`config.mk`:
```
export PLATFORM = sky130hd
export DESIGN_NAME = rtcc_core
export DESIGN_NICKNAME = d
export VERILOG_FILES = /design/src/logic/rtcc_pkg.sv /design/src/logic/rtcc_sync.sv /design/src/logic/rtcc_presc.sv /design/src/logic/rtcc_core.sv
export SDC_FILE = /design/constraint.sdc
export NUM_CORES = 1
export LEC_CHECK = 0
export ABC_AREA = 1
export BUFFER_PORTS_ARGS = -buffer_cell sky130_fd_sc_hd__buf_2
export CAP_MARGIN = 20
export CORE_ASPECT_RATIO = 2
export CORE_MARGIN = 4
export CORE_UTILIZATION = 55
export DETAILED_ROUTE_END_ITERATION = 16
export HOLD_SLACK_MARGIN = 0.03
export PLACE_DENSITY = 0.77
export SLEW_MARGIN = 20
export SYNTH_ARGS = -nofsm -noshare
export SYNTH_HDL_FRONTEND = slang
export SYNTH_HIERARCHICAL = 1
export SYNTH_SLANG_ARGS = --single-unit
```
`constraint.sdc`:
```
create_clock -name CLOCK -period 1.8 [get_ports CLOCK]
set_input_delay 0.18 -clock CLOCK [delete_from_list [all_inputs] [get_ports CLOCK]]
set_output_delay 0.18 -clock CLOCK [all_outputs]
set_load 0.01 [all_outputs]
```
`src/logic/rtcc_pkg.sv`:
```
package rtcc_pkg;

   // ------------------------------------------------------------------
   // Bus geometry
   // ------------------------------------------------------------------
   localparam int          ADDR_W       = 8;
   localparam int          DATA_W       = 32;
   localparam int          REG_W        = 16;
   localparam logic [3:0]  STRB_WORD    = 4'hf;
   localparam logic [1:0]  WORD_ALIGN   = 2'h0;

   // ------------------------------------------------------------------
   // Register byte offsets
   // ------------------------------------------------------------------
   localparam logic [ADDR_W-1:0] OFF_IRQ_ENABLE = 8'h00;
   localparam logic [ADDR_W-1:0] OFF_CTRL_LOW   = 8'h04;
   localparam logic [ADDR_W-1:0] OFF_PLOAD_HI   = 8'h08;
   localparam logic [ADDR_W-1:0] OFF_PLOAD_LO   = 8'h0c;
   localparam logic [ADDR_W-1:0] OFF_DIVIDER_HI = 8'h10;
   localparam logic [ADDR_W-1:0] OFF_DIVIDER_LO = 8'h14;
   localparam logic [ADDR_W-1:0] OFF_TIME_HI    = 8'h18;
   localparam logic [ADDR_W-1:0] OFF_TIME_LO    = 8'h1c;
   localparam logic [ADDR_W-1:0] OFF_ALARM_HI   = 8'h20;
   localparam logic [ADDR_W-1:0] OFF_ALARM_LO   = 8'h24;

   // ------------------------------------------------------------------
   // Field positions (bits 0 to 3 shared by enable and request registers)
   // ------------------------------------------------------------------
   localparam int BIT_SECONDS   = 0;
   localparam int BIT_ALARM     = 1;
   localparam int BIT_OVERFLOW  = 2;
   localparam int BIT_GLOBAL    = 3;
   localparam int BIT_CFG_MODE  = 4;
   localparam int BIT_WR_DONE   = 5;
   localparam int NUM_IRQ       = 4;
   localparam int PLOAD_HI_W    = 4;

   // ------------------------------------------------------------------
   // Divider shape, reset values and transfer timing
   // ------------------------------------------------------------------
   localparam int                FIXED_DIV_W  = 6;
   localparam int                PRESC_W      = 20;
   localparam int                TIME_W       = 32;
   localparam logic [NUM_IRQ-1:0] IRQ_EN_RST  = 4'h0;
   localparam logic [PRESC_W-1:0] PLOAD_RST   = 20'h001ff;
   localparam logic [PRESC_W-1:0] DIVIDER_RST = 20'h08000;
   localparam logic [TIME_W-1:0]  TIME_RST    = 32'h00000000;
   localparam logic [TIME_W-1:0]  ALARM_RST   = 32'hffffffff;
   localparam logic [TIME_W-1:0]  TIME_MAX    = 32'hffffffff;
   localparam logic [1:0]         XFER_EDGES  = 2'h3;

   // ------------------------------------------------------------------
   // Carriers
   // ------------------------------------------------------------------
   typedef struct packed {
      logic              psel;
      logic              penable;
      logic              pwrite;
      logic [ADDR_W-1:0] paddr;
      logic [DATA_W-1:0] pwdata;
      logic [3:0]        pstrb;
   } rtcc_apb_req_t;

   typedef struct packed {
      logic [DATA_W-1:0] prdata;
      logic              pready;
      logic              pslverr;
   } rtcc_apb_rsp_t;

   typedef struct packed {
      logic global_irq;
      logic overflow_irq;
      logic alarm_irq;
      logic seconds_irq;
   } rtcc_irq_t;

endpackage : rtcc_pkg

```
`src/logic/rtcc_sync.sv`:
```
`timescale 1ns/1ps
// Two-flop synchroniser; only the second stage leaves the module.
module rtcc_sync #(
   parameter int W = 1
) (
   input  wire logic         clk,
   input  wire logic         rst,
   input  wire logic [W-1:0] d,
   output logic      [W-1:0] q
);
   typedef struct packed {
      logic [W-1:0] stage1;
      logic [W-1:0] stage2;
   } rtcc_sync_t;

   rtcc_sync_t cur_ff;
   rtcc_sync_t nxt_cur;

   // The first stage feeds nothing but the second stage.
   always_comb begin
      nxt_cur        = cur_ff;
      nxt_cur.stage1 = d;
      nxt_cur.stage2 = cur_ff.stage1;
   end

   // Synchronous reset to a quiet level.
   always_ff @(posedge clk) begin
      if (rst) begin
         cur_ff <= '0;
      end else begin
         cur_ff <= nxt_cur;
      end
   end

   assign q = cur_ff.stage2;
endmodule : rtcc_sync

```
`src/logic/rtcc_presc.sv`:
```
`timescale 1ns/1ps
// Fixed 1/64 stage followed by a reloading down divider.
module rtcc_presc
   import rtcc_pkg::*;
#(
   parameter int FIX_W = FIXED_DIV_W,
   parameter int DIV_W = PRESC_W
) (
   input  wire logic             clk,
   input  wire logic             rst,
   input  wire logic             ext_edge,
   input  wire logic             run,
   input  wire logic             reload,
   input  wire logic [DIV_W-1:0] load_val,
   output logic                  tick,
   output logic      [DIV_W-1:0] div_val
);
   typedef struct packed {
      logic [FIX_W-1:0] fix;
      logic [DIV_W-1:0] div;
      logic             tick;
   } rtcc_presc_t;

   rtcc_presc_t cur_ff;
   rtcc_presc_t nxt_cur;

   // Tick period is 64 * (load_val + 1) external edges.
   always_comb begin
      nxt_cur      = cur_ff;
      nxt_cur.tick = 1'b0;
      if (reload) begin
         nxt_cur.fix = '0;
         nxt_cur.div = load_val;
      end else if (run && ext_edge) begin
         nxt_cur.fix = cur_ff.fix + FIX_W'(1);
         if (&cur_ff.fix) begin
            if (cur_ff.div == '0) begin
               nxt_cur.div  = load_val;
               nxt_cur.tick = 1'b1;
            end else begin
               nxt_cur.div = cur_ff.div - DIV_W'(1);
            end
         end
      end
   end

   // A system reset clears the fixed stage and loads DIVIDER_RST into the down divider.
   always_ff @(posedge clk) begin
      if (rst) begin
         cur_ff.fix  <= '0;
         cur_ff.div  <= DIV_W'(DIVIDER_RST);
         cur_ff.tick <= 1'b0;
      end else begin
         cur_ff <= nxt_cur;
      end
   end

   assign tick    = cur_ff.tick;
   assign div_val = cur_ff.div;
endmodule : rtcc_presc

```
`src/logic/rtcc_core.sv`:
```
`timescale 1ns/1ps
module rtcc_core
   import rtcc_pkg::*;
#(
   parameter logic [PRESC_W-1:0] PLOAD_INIT = PLOAD_RST,
   parameter logic [TIME_W-1:0]  ALARM_INIT = ALARM_RST
) (
   input  wire logic          CLOCK,
   input  wire logic          RST,
   input  wire logic          EXT_CLK,
   input  wire logic          PERIPH_CLOCK_GATE,
   input  wire logic          MAIN_PWR_OK,
   input  wire rtcc_apb_req_t APB_REQ,
   output rtcc_apb_rsp_t      APB_RSP,
   output rtcc_irq_t          IRQ_OUT
);

   // ------------------------------------------------------------------
   // State
   // ------------------------------------------------------------------
   typedef struct packed {
      logic                ext_dly;
      logic [NUM_IRQ-1:0]  irq_en;
      logic [NUM_IRQ-1:0]  req_flags;
      logic                cfg_mode;
      logic                wr_done;
      logic [1:0]          xfer_edges;
      logic                pend_pload;
      logic                pend_time;
      logic                pend_alarm;
      logic [PRESC_W-1:0]  pload_stage;
      logic [TIME_W-1:0]   time_stage;
      logic [TIME_W-1:0]   alarm_stage;
      logic [PRESC_W-1:0]  pload;
      logic [TIME_W-1:0]   time_count;
      logic [TIME_W-1:0]   alarm_val;
      logic                reload;
      logic [DATA_W-1:0]   prdata;
      logic                pslverr;
      rtcc_irq_t           irq;
   } rtcc_core_t;

   rtcc_core_t         cur_ff;
   rtcc_core_t         nxt_cur;
   logic               ext_sync;
   logic               ext_edge;
   logic               tick;
   logic [PRESC_W-1:0] div_val;
   logic               setup_phase;
   logic               access_phase;
   logic               bus_live;
   logic               addr_known;
   logic               addr_guarded;
   logic               addr_readonly;
   logic               wr_ok;
   logic [REG_W-1:0]   wdata16;
   logic [REG_W-1:0]   rdata16;

   // ------------------------------------------------------------------
   // Slow clock sampling and divider chain
   // ------------------------------------------------------------------

   // The slow clock is only sampled, so it must stay well below CLOCK.
   rtcc_sync #(
      .W (1)
   ) u_ext_sync (
      .clk (CLOCK),
      .rst (RST),
      .d   (EXT_CLK),
      .q   (ext_sync)
   );

   // Rising edge seen on the synchronised level only.
   assign ext_edge = ext_sync & ~cur_ff.ext_dly;

   rtcc_presc #(
      .FIX_W (FIXED_DIV_W),
      .DIV_W (PRESC_W)
   ) u_presc (
      .clk      (CLOCK),
      .rst      (RST),
      .ext_edge (ext_edge),
      .run      (PERIPH_CLOCK_GATE),
      .reload   (cur_ff.reload),
      .load_val (cur_ff.pload),
      .tick     (tick),
      .div_val  (div_val)
   );

   // ------------------------------------------------------------------
   // Bus decode
   // ------------------------------------------------------------------

   // With main power gone the slave ignores the bus completely.
   assign bus_live     = MAIN_PWR_OK;
   assign setup_phase  = bus_live & APB_REQ.psel & ~APB_REQ.penable;
   assign access_phase = bus_live & APB_REQ.psel & APB_REQ.penable;
   assign wdata16      = APB_REQ.pwdata[REG_W-1:0];

   // Address classification, word aligned only.
   always_comb begin
      addr_known    = 1'b1;
      addr_guarded  = 1'b0;
      addr_readonly = 1'b0;
      if (APB_REQ.paddr[1:0] != WORD_ALIGN) begin
         addr_known = 1'b0;
      end else if (APB_REQ.paddr == OFF_IRQ_ENABLE || APB_REQ.paddr == OFF_CTRL_LOW) begin
         addr_known = 1'b1;
      end else if (APB_REQ.paddr == OFF_PLOAD_HI || APB_REQ.paddr == OFF_PLOAD_LO) begin
         addr_guarded = 1'b1;
      end else if (APB_REQ.paddr == OFF_TIME_HI || APB_REQ.paddr == OFF_TIME_LO) begin
         addr_guarded = 1'b1;
      end else if (APB_REQ.paddr == OFF_ALARM_HI || APB_REQ.paddr == OFF_ALARM_LO) begin
         addr_guarded = 1'b1;
      end else if (APB_REQ.paddr == OFF_DIVIDER_HI || APB_REQ.paddr == OFF_DIVIDER_LO) begin
         addr_readonly = 1'b1;
      end else begin
         addr_known = 1'b0;
      end
   end

   // A write lands only if full width, free, mapped, writable and permitted.
   assign wr_ok = APB_REQ.pwrite
                & (APB_REQ.pstrb == STRB_WORD)
                & cur_ff.wr_done
                & addr_known
                & ~addr_readonly
                & (~addr_guarded | cur_ff.cfg_mode);

   // Read multiplexer; reserved bits come back as zero.
   always_comb begin
      rdata16 = '0;
      if (APB_REQ.paddr[1:0] != WORD_ALIGN) begin
         rdata16 = '0;
      end else if (APB_REQ.paddr == OFF_IRQ_ENABLE) begin
         rdata16[NUM_IRQ-1:0] = cur_ff.irq_en;
      end else if (APB_REQ.paddr == OFF_CTRL_LOW) begin
         rdata16[NUM_IRQ-1:0]  = cur_ff.req_flags;
         rdata16[BIT_CFG_MODE] = cur_ff.cfg_mode;
         rdata16[BIT_WR_DONE]  = cur_ff.wr_done;
      end else if (APB_REQ.paddr == OFF_PLOAD_HI) begin
         rdata16[PLOAD_HI_W-1:0] = cur_ff.pload[PRESC_W-1:REG_W];
      end else if (APB_REQ.paddr == OFF_PLOAD_LO) begin
         rdata16 = cur_ff.pload[REG_W-1:0];
      end else if (APB_REQ.paddr == OFF_DIVIDER_HI) begin
         rdata16[PLOAD_HI_W-1:0] = div_val[PRESC_W-1:REG_W];
      end else if (APB_REQ.paddr == OFF_DIVIDER_LO) begin
         rdata16 = div_val[REG_W-1:0];
      end else if (APB_REQ.paddr == OFF_TIME_HI) begin
         rdata16 = cur_ff.time_count[TIME_W-1:REG_W];
      end else if (APB_REQ.paddr == OFF_TIME_LO) begin
         rdata16 = cur_ff.time_count[REG_W-1:0];
      end else if (APB_REQ.paddr == OFF_ALARM_HI) begin
         rdata16 = cur_ff.alarm_val[TIME_W-1:REG_W];
      end else if (APB_REQ.paddr == OFF_ALARM_LO) begin
         rdata16 = cur_ff.alarm_val[REG_W-1:0];
      end else begin
         rdata16 = '0;
      end
   end

   // ------------------------------------------------------------------
   // Next state
   // ------------------------------------------------------------------
   always_comb begin
      logic [NUM_IRQ-1:0] events;
      logic [TIME_W-1:0]  time_inc;
      events   = '0;
      time_inc = '0;
      nxt_cur         = cur_ff;
      nxt_cur.ext_dly = ext_sync;
      nxt_cur.reload  = 1'b0;

      // Setup phase captures read data and the error answer, so the access
      // phase can complete with no wait state.
      if (setup_phase) begin
         nxt_cur.prdata  = {{(DATA_W-REG_W){1'b0}}, rdata16};
         nxt_cur.pslverr = APB_REQ.pwrite ? ~wr_ok : ~addr_known;
      end else if (!bus_live) begin
         nxt_cur.prdata  = '0;
         nxt_cur.pslverr = 1'b0;
      end

      // Register writes take effect in the access phase.
      if (access_phase && wr_ok) begin
         if (APB_REQ.paddr == OFF_IRQ_ENABLE) begin
            nxt_cur.irq_en = wdata16[NUM_IRQ-1:0];
         end else if (APB_REQ.paddr == OFF_CTRL_LOW) begin
            // Writing zero clears a flag, writing one leaves it alone.
            nxt_cur.req_flags = cur_ff.req_flags & wdata16[NUM_IRQ-1:0];
            nxt_cur.cfg_mode  = wdata16[BIT_CFG_MODE];
            if (cur_ff.cfg_mode && !wdata16[BIT_CFG_MODE]) begin
               nxt_cur.wr_done    = 1'b0;
               nxt_cur.xfer_edges = '0;
            end
         end else if (APB_REQ.paddr == OFF_PLOAD_HI) begin
            nxt_cur.pload_stage[PRESC_W-1:REG_W] = wdata16[PLOAD_HI_W-1:0];
            nxt_cur.pend_pload = 1'b1;
         end else if (APB_REQ.paddr == OFF_PLOAD_LO) begin
            nxt_cur.pload_stage[REG_W-1:0] = wdata16;
            nxt_cur.pend_pload = 1'b1;
         end else if (APB_REQ.paddr == OFF_TIME_HI) begin
            nxt_cur.time_stage[TIME_W-1:REG_W] = wdata16;
            nxt_cur.pend_time = 1'b1;
         end else if (APB_REQ.paddr == OFF_TIME_LO) begin
            nxt_cur.time_stage[REG_W-1:0] = wdata16;
            nxt_cur.pend_time = 1'b1;
         end else if (APB_REQ.paddr == OFF_ALARM_HI) begin
            nxt_cur.alarm_stage[TIME_W-1:REG_W] = wdata16;
            nxt_cur.pend_alarm = 1'b1;
         end else if (APB_REQ.paddr == OFF_ALARM_LO) begin
            nxt_cur.alarm_stage[REG_W-1:0] = wdata16;
            nxt_cur.pend_alarm = 1'b1;
         end
      end

      // Time counter advances once per tick.
      time_inc = cur_ff.time_count + TIME_W'(1);
      if (tick) begin
         nxt_cur.time_count    = time_inc;
         events[BIT_SECONDS]   = 1'b1;
         events[BIT_OVERFLOW]  = (cur_ff.time_count == TIME_MAX);
         events[BIT_ALARM]     = (time_inc == cur_ff.alarm_val);
      end
      events[BIT_GLOBAL] = events[BIT_SECONDS] | events[BIT_ALARM]
                         | events[BIT_OVERFLOW];

      // The staged values move into the core only after three slow edges,
      // which mimics the hand-off to a core on the slow clock.
      if (!cur_ff.wr_done && ext_edge) begin
         if (cur_ff.xfer_edges == XFER_EDGES - 2'h1) begin
            nxt_cur.wr_done    = 1'b1;
            nxt_cur.xfer_edges = '0;
            if (cur_ff.pend_pload) begin
               nxt_cur.pload = cur_ff.pload_stage;
            end
            if (cur_ff.pend_time) begin
               nxt_cur.time_count = cur_ff.time_stage;
            end
            if (cur_ff.pend_alarm) begin
               nxt_cur.alarm_val = cur_ff.alarm_stage;
            end
            // The divider restarts after a new load or counter value.
            nxt_cur.reload     = cur_ff.pend_pload | cur_ff.pend_time;
            nxt_cur.pend_pload = 1'b0;
            nxt_cur.pend_time  = 1'b0;
            nxt_cur.pend_alarm = 1'b0;
         end else begin
            nxt_cur.xfer_edges = cur_ff.xfer_edges + 2'h1;
         end
      end

      // An event in the same cycle as a software clear still sets its flag.
      nxt_cur.req_flags = nxt_cur.req_flags | events;

      // Flags always record; outputs follow only the enabled ones.
      nxt_cur.irq.seconds_irq  = cur_ff.req_flags[BIT_SECONDS]
                               & cur_ff.irq_en[BIT_SECONDS];
      nxt_cur.irq.alarm_irq    = cur_ff.req_flags[BIT_ALARM]
                               & cur_ff.irq_en[BIT_ALARM];
      nxt_cur.irq.overflow_irq = cur_ff.req_flags[BIT_OVERFLOW]
                               & cur_ff.irq_en[BIT_OVERFLOW];
      nxt_cur.irq.global_irq   = cur_ff.req_flags[BIT_GLOBAL]
                               & cur_ff.irq_en[BIT_GLOBAL];
   end

   // ------------------------------------------------------------------
   // State register
   // ------------------------------------------------------------------

   // System reset clears the time counter, loads alarm and load values from their parameters and masks every source.
   always_ff @(posedge CLOCK) begin
      if (RST) begin
         cur_ff             <= '0;
         cur_ff.irq_en      <= IRQ_EN_RST;
         cur_ff.wr_done     <= 1'b1;
         cur_ff.pload_stage <= PLOAD_INIT;
         cur_ff.pload       <= PLOAD_INIT;
         cur_ff.time_stage  <= TIME_RST;
         cur_ff.time_count  <= TIME_RST;
         cur_ff.alarm_stage <= ALARM_INIT;
         cur_ff.alarm_val   <= ALARM_INIT;
      end else begin
         cur_ff <= nxt_cur;
      end
   end

   // ------------------------------------------------------------------
   // Outputs
   // ------------------------------------------------------------------

   // Zero wait states; ready is held high even when isolated so a stray
   // access can never hang the bus.
   assign APB_RSP.pready  = 1'b1;
   assign APB_RSP.prdata  = cur_ff.prdata;
   assign APB_RSP.pslverr = cur_ff.pslverr & access_phase;
   assign IRQ_OUT         = cur_ff.irq;

endmodule : rtcc_core

```
==> results.md <==
- Synth area leader: dfxtp_1
- Tmin final: 1990 ps
- Crit path top cell by count: nand2_1
- Synth area leaders: dfxtp_1 37%, nand2_1 15%, nor2_1 8.2%, inv_1 5.7%, o21ai_0 4.9%
- Tot GR Track Use: 36.7%
- Peak fanout along the critical path: 3
- Layout cells sized above 1: 24.7%
- Routed WL: 47.5 mm
- Final hold slack: 52.8 ps
- Yosys top cell area share: 37.3%
- DIE WIDTH: 115 um
- Placed cells: 2357
- Post-synth EDFFs: 0
- Hpwl dp: 36.0 mm
- Max incr delay on CP: 370 ps
- Cell Rows: 78
- Violated checks: negative setup slack
- Final hold vios: 0
- CTS tree: done
- Outcome: finished, violations left
- Most frequent cell after synthesis: nand2_1
- Commonest cells in the netlist: 517 x nand2_1, 276 x nor2_1, 235 x dfxtp_1
- DRT Pass-1 Iters: 7
- First-pass GRT wire length: 73.1 mm
- Leakage: 7.45 nW
- Die footprint: 25600 um^2
- Core ar.: 22600 um^2
- YS warnings: 6
- DRC viols: 0
- CP arrival: 2430 ps
- Initial core utilization: 55.7%
- # Max-Cap Violations: 0
- Relative slew slack: 63.4%
- Mapped Cells: 1913
- Hold Crit Class: in2reg
- Routed vias: 13.8k
- Worst path bufs/invs: 1
- Worst-Margin Slew: 549 ps
- Placer Congestion: 1.07
- Mapped Area: 12600 um^2
- I/O pin count: 90
- Final worst slack: -192 ps
- Post-Place Setup Slack: -437 ps
- DRT iter0 DRCs: 1141
- Reg clk slew, reported paths: 70 ps
- Required @ worst endpoint: 2240 ps
- Initial antenna violation count: 0
- # H-tree levels: 1
- Synth Register Bits: 235
- Synth async-reset ratio: 0%
- Number of global-route vias before repair: 13.8k
- CP Launch Type: register
- Routed Antenna Nets: 0
- Cts bufs inserted: 22
- RSZ-0062 raised after global routing: true
- Fin crit share: 111%
- Overall die height: 222 um
- Kind of critical path: reg2reg
- Non-filler cells, final: 2429
- Peak VDD IR: 0.000906 V
- Mapped Avg Cell Area: 6.59 um^2
- Final Max Slew Viols: 0
- Grt ovf: 0
- PortBufs: 56
- Setup crit end kind: register
- Skew final: 13.0 ps
- WL/cell: 19.6 um
- Setup violators final: 1
- CP delay by family, top: simple AND/OR/NAND/NOR gates
- Critical path's slowest cell: dfxtp_2
- Clock root cell: clkbuf_16
- Power Density: 673 nW/um^2
- Area growth syn-to-layout: 27.4%
- Vias/cell: 5.69
- Pin count of the biggest net entering global routing: 70
- CTS Sinks: 235
- Final #Nets: 2190
- CP Cell Sequence: nand2_1, nor2_2, nand2_1, nor2_1, buf_4, nand2_1, nand2_1, nand2_1, nand2_1, nand2_1, a21oi_2, nand2_1, nor2_2, nand4_1, a21oi_1
- Seq/Total Area, Yosys: 37.3%
- CTS Buffer Depth: 3
- Synth Flop Type: dfxtp_1
- Fmax: 502 MHz
- Inserted Diodes: 0
- Synth cell types: 44
- Clock Latency Late Sink: 520 ps
-- kinds of logic after synthesis --
group	Yosys count	share of synthesized area, %
simple gates	986	32.7
fa+ha+maj	4	0.397
buf+inv	332	12.0
xor+xnor	16	1.22
compound gates	338	16.2
other cells	2	0.0596
flops	235	37.3
-- worst min-delay path, cell delays in order --
cell    delay, ps
buf_2         170
nor2_1        120
nor2_1         50
-- cells in the final DEF, fill, tap and decap left out, types with 8 or more instances in the layout --
cell type      instances
nor2_1               231
buf_4                220
nor3_1                16
inv_1                182
o21ai_0              112
nand3_2                8
a21oi_1               71
nand3_1              105
nand4_1               11
buf_12                11
a31oi_1               16
dfxtp_4               10
nor2_4                29
o21ai_1               22
o211ai_1              74
dfxtp_1              207
dfxtp_2               18
nand2_2               37
dlygate4sd3_1         16
conb_1                17
o221ai_1              22
buf_2                 56
inv_2                 12
xor2_1                12
clkbuf_16             23
nand2_1              479
buf_6                  9
nor2_2                41
-- report_power, final --
part	internal (W)	switching [W]
registers	0.00519	0.00000251
logic	0.000129	0.000283
clock network	0.00307	0.00215
total	0.00838	0.00244
-- worst paths after layout --
kind / from / to / slack (ps) / cells after the start
setup / recovery: cur_ff[84] / cur_ff[214] / -190 / 15
hold reg to reg: u_ext_sync/cur_ff[1] / u_ext_sync/q / 430 / 2
hold / removal: APB_REQ[16] / cur_ff[198] / 50 / 3
setup reg to reg: cur_ff[84] / cur_ff[214] / -190 / 15
-- routing by layer --
metal / global-route usage [%] / part of all wire (%) / routed length [um]
met5: 0 / 0 / 0
met4: 31.9 / 11 / 5180
met3: 5.74 / 6.0 / 2860
met2: 64.5 / 51 / 24100
met1: 36.0 / 32 / 15400
-- state kept, by name, summed over array words and instances, names as in the netlist --
signal / count
APB_RSP: 16
IRQ_OUT: 4
cur_ff: 186
u_ext_sync/cur_ff: 1
u_ext_sync/q: 1
u_presc/cur_ff: 6
u_presc/div_val: 20
u_presc/tick: 1
-- cell type report --
cell class,count,area (um^2)
Clock buffer,28,624
Clock inverter,11,179
Fill cell,1920,6580
Inverter,201,762
Multi-Input combinational cell,1362,6970
Sequential cell,235,4760
Tap cell,280,350
Timing Repair Buffer,312,2410
-- stage by stage --
step / TNS, ps / utilization [%] / power (W) / instance area [um^2]
after floorplan: -973 / - / 0.00554 / 12800
after global placement: -28080 / 63.7 / 0.00569 / 14400
after detailed placement: -34220 / 63.7 / 0.00569 / 14400
after CTS: -157 / 69.2 / 0.0109 / 15700
after global routing: -469 / 70.9 / 0.0111 / 16100
final: -192 / 70.9 / 0.0108 / 16100
-- repair_timing --
item / CTS / global route
hold endpoints to repair: 52 / 0
pin swaps: 22 / 33
gates cloned: 0 / 1
setup endpoints to repair: 22 / 127
buffers inserted: 6 / 10
hold buffers: 16 / 0
gates resized for setup: 90 / 95
Note: power is estimated with default switching activity, not from simulation.
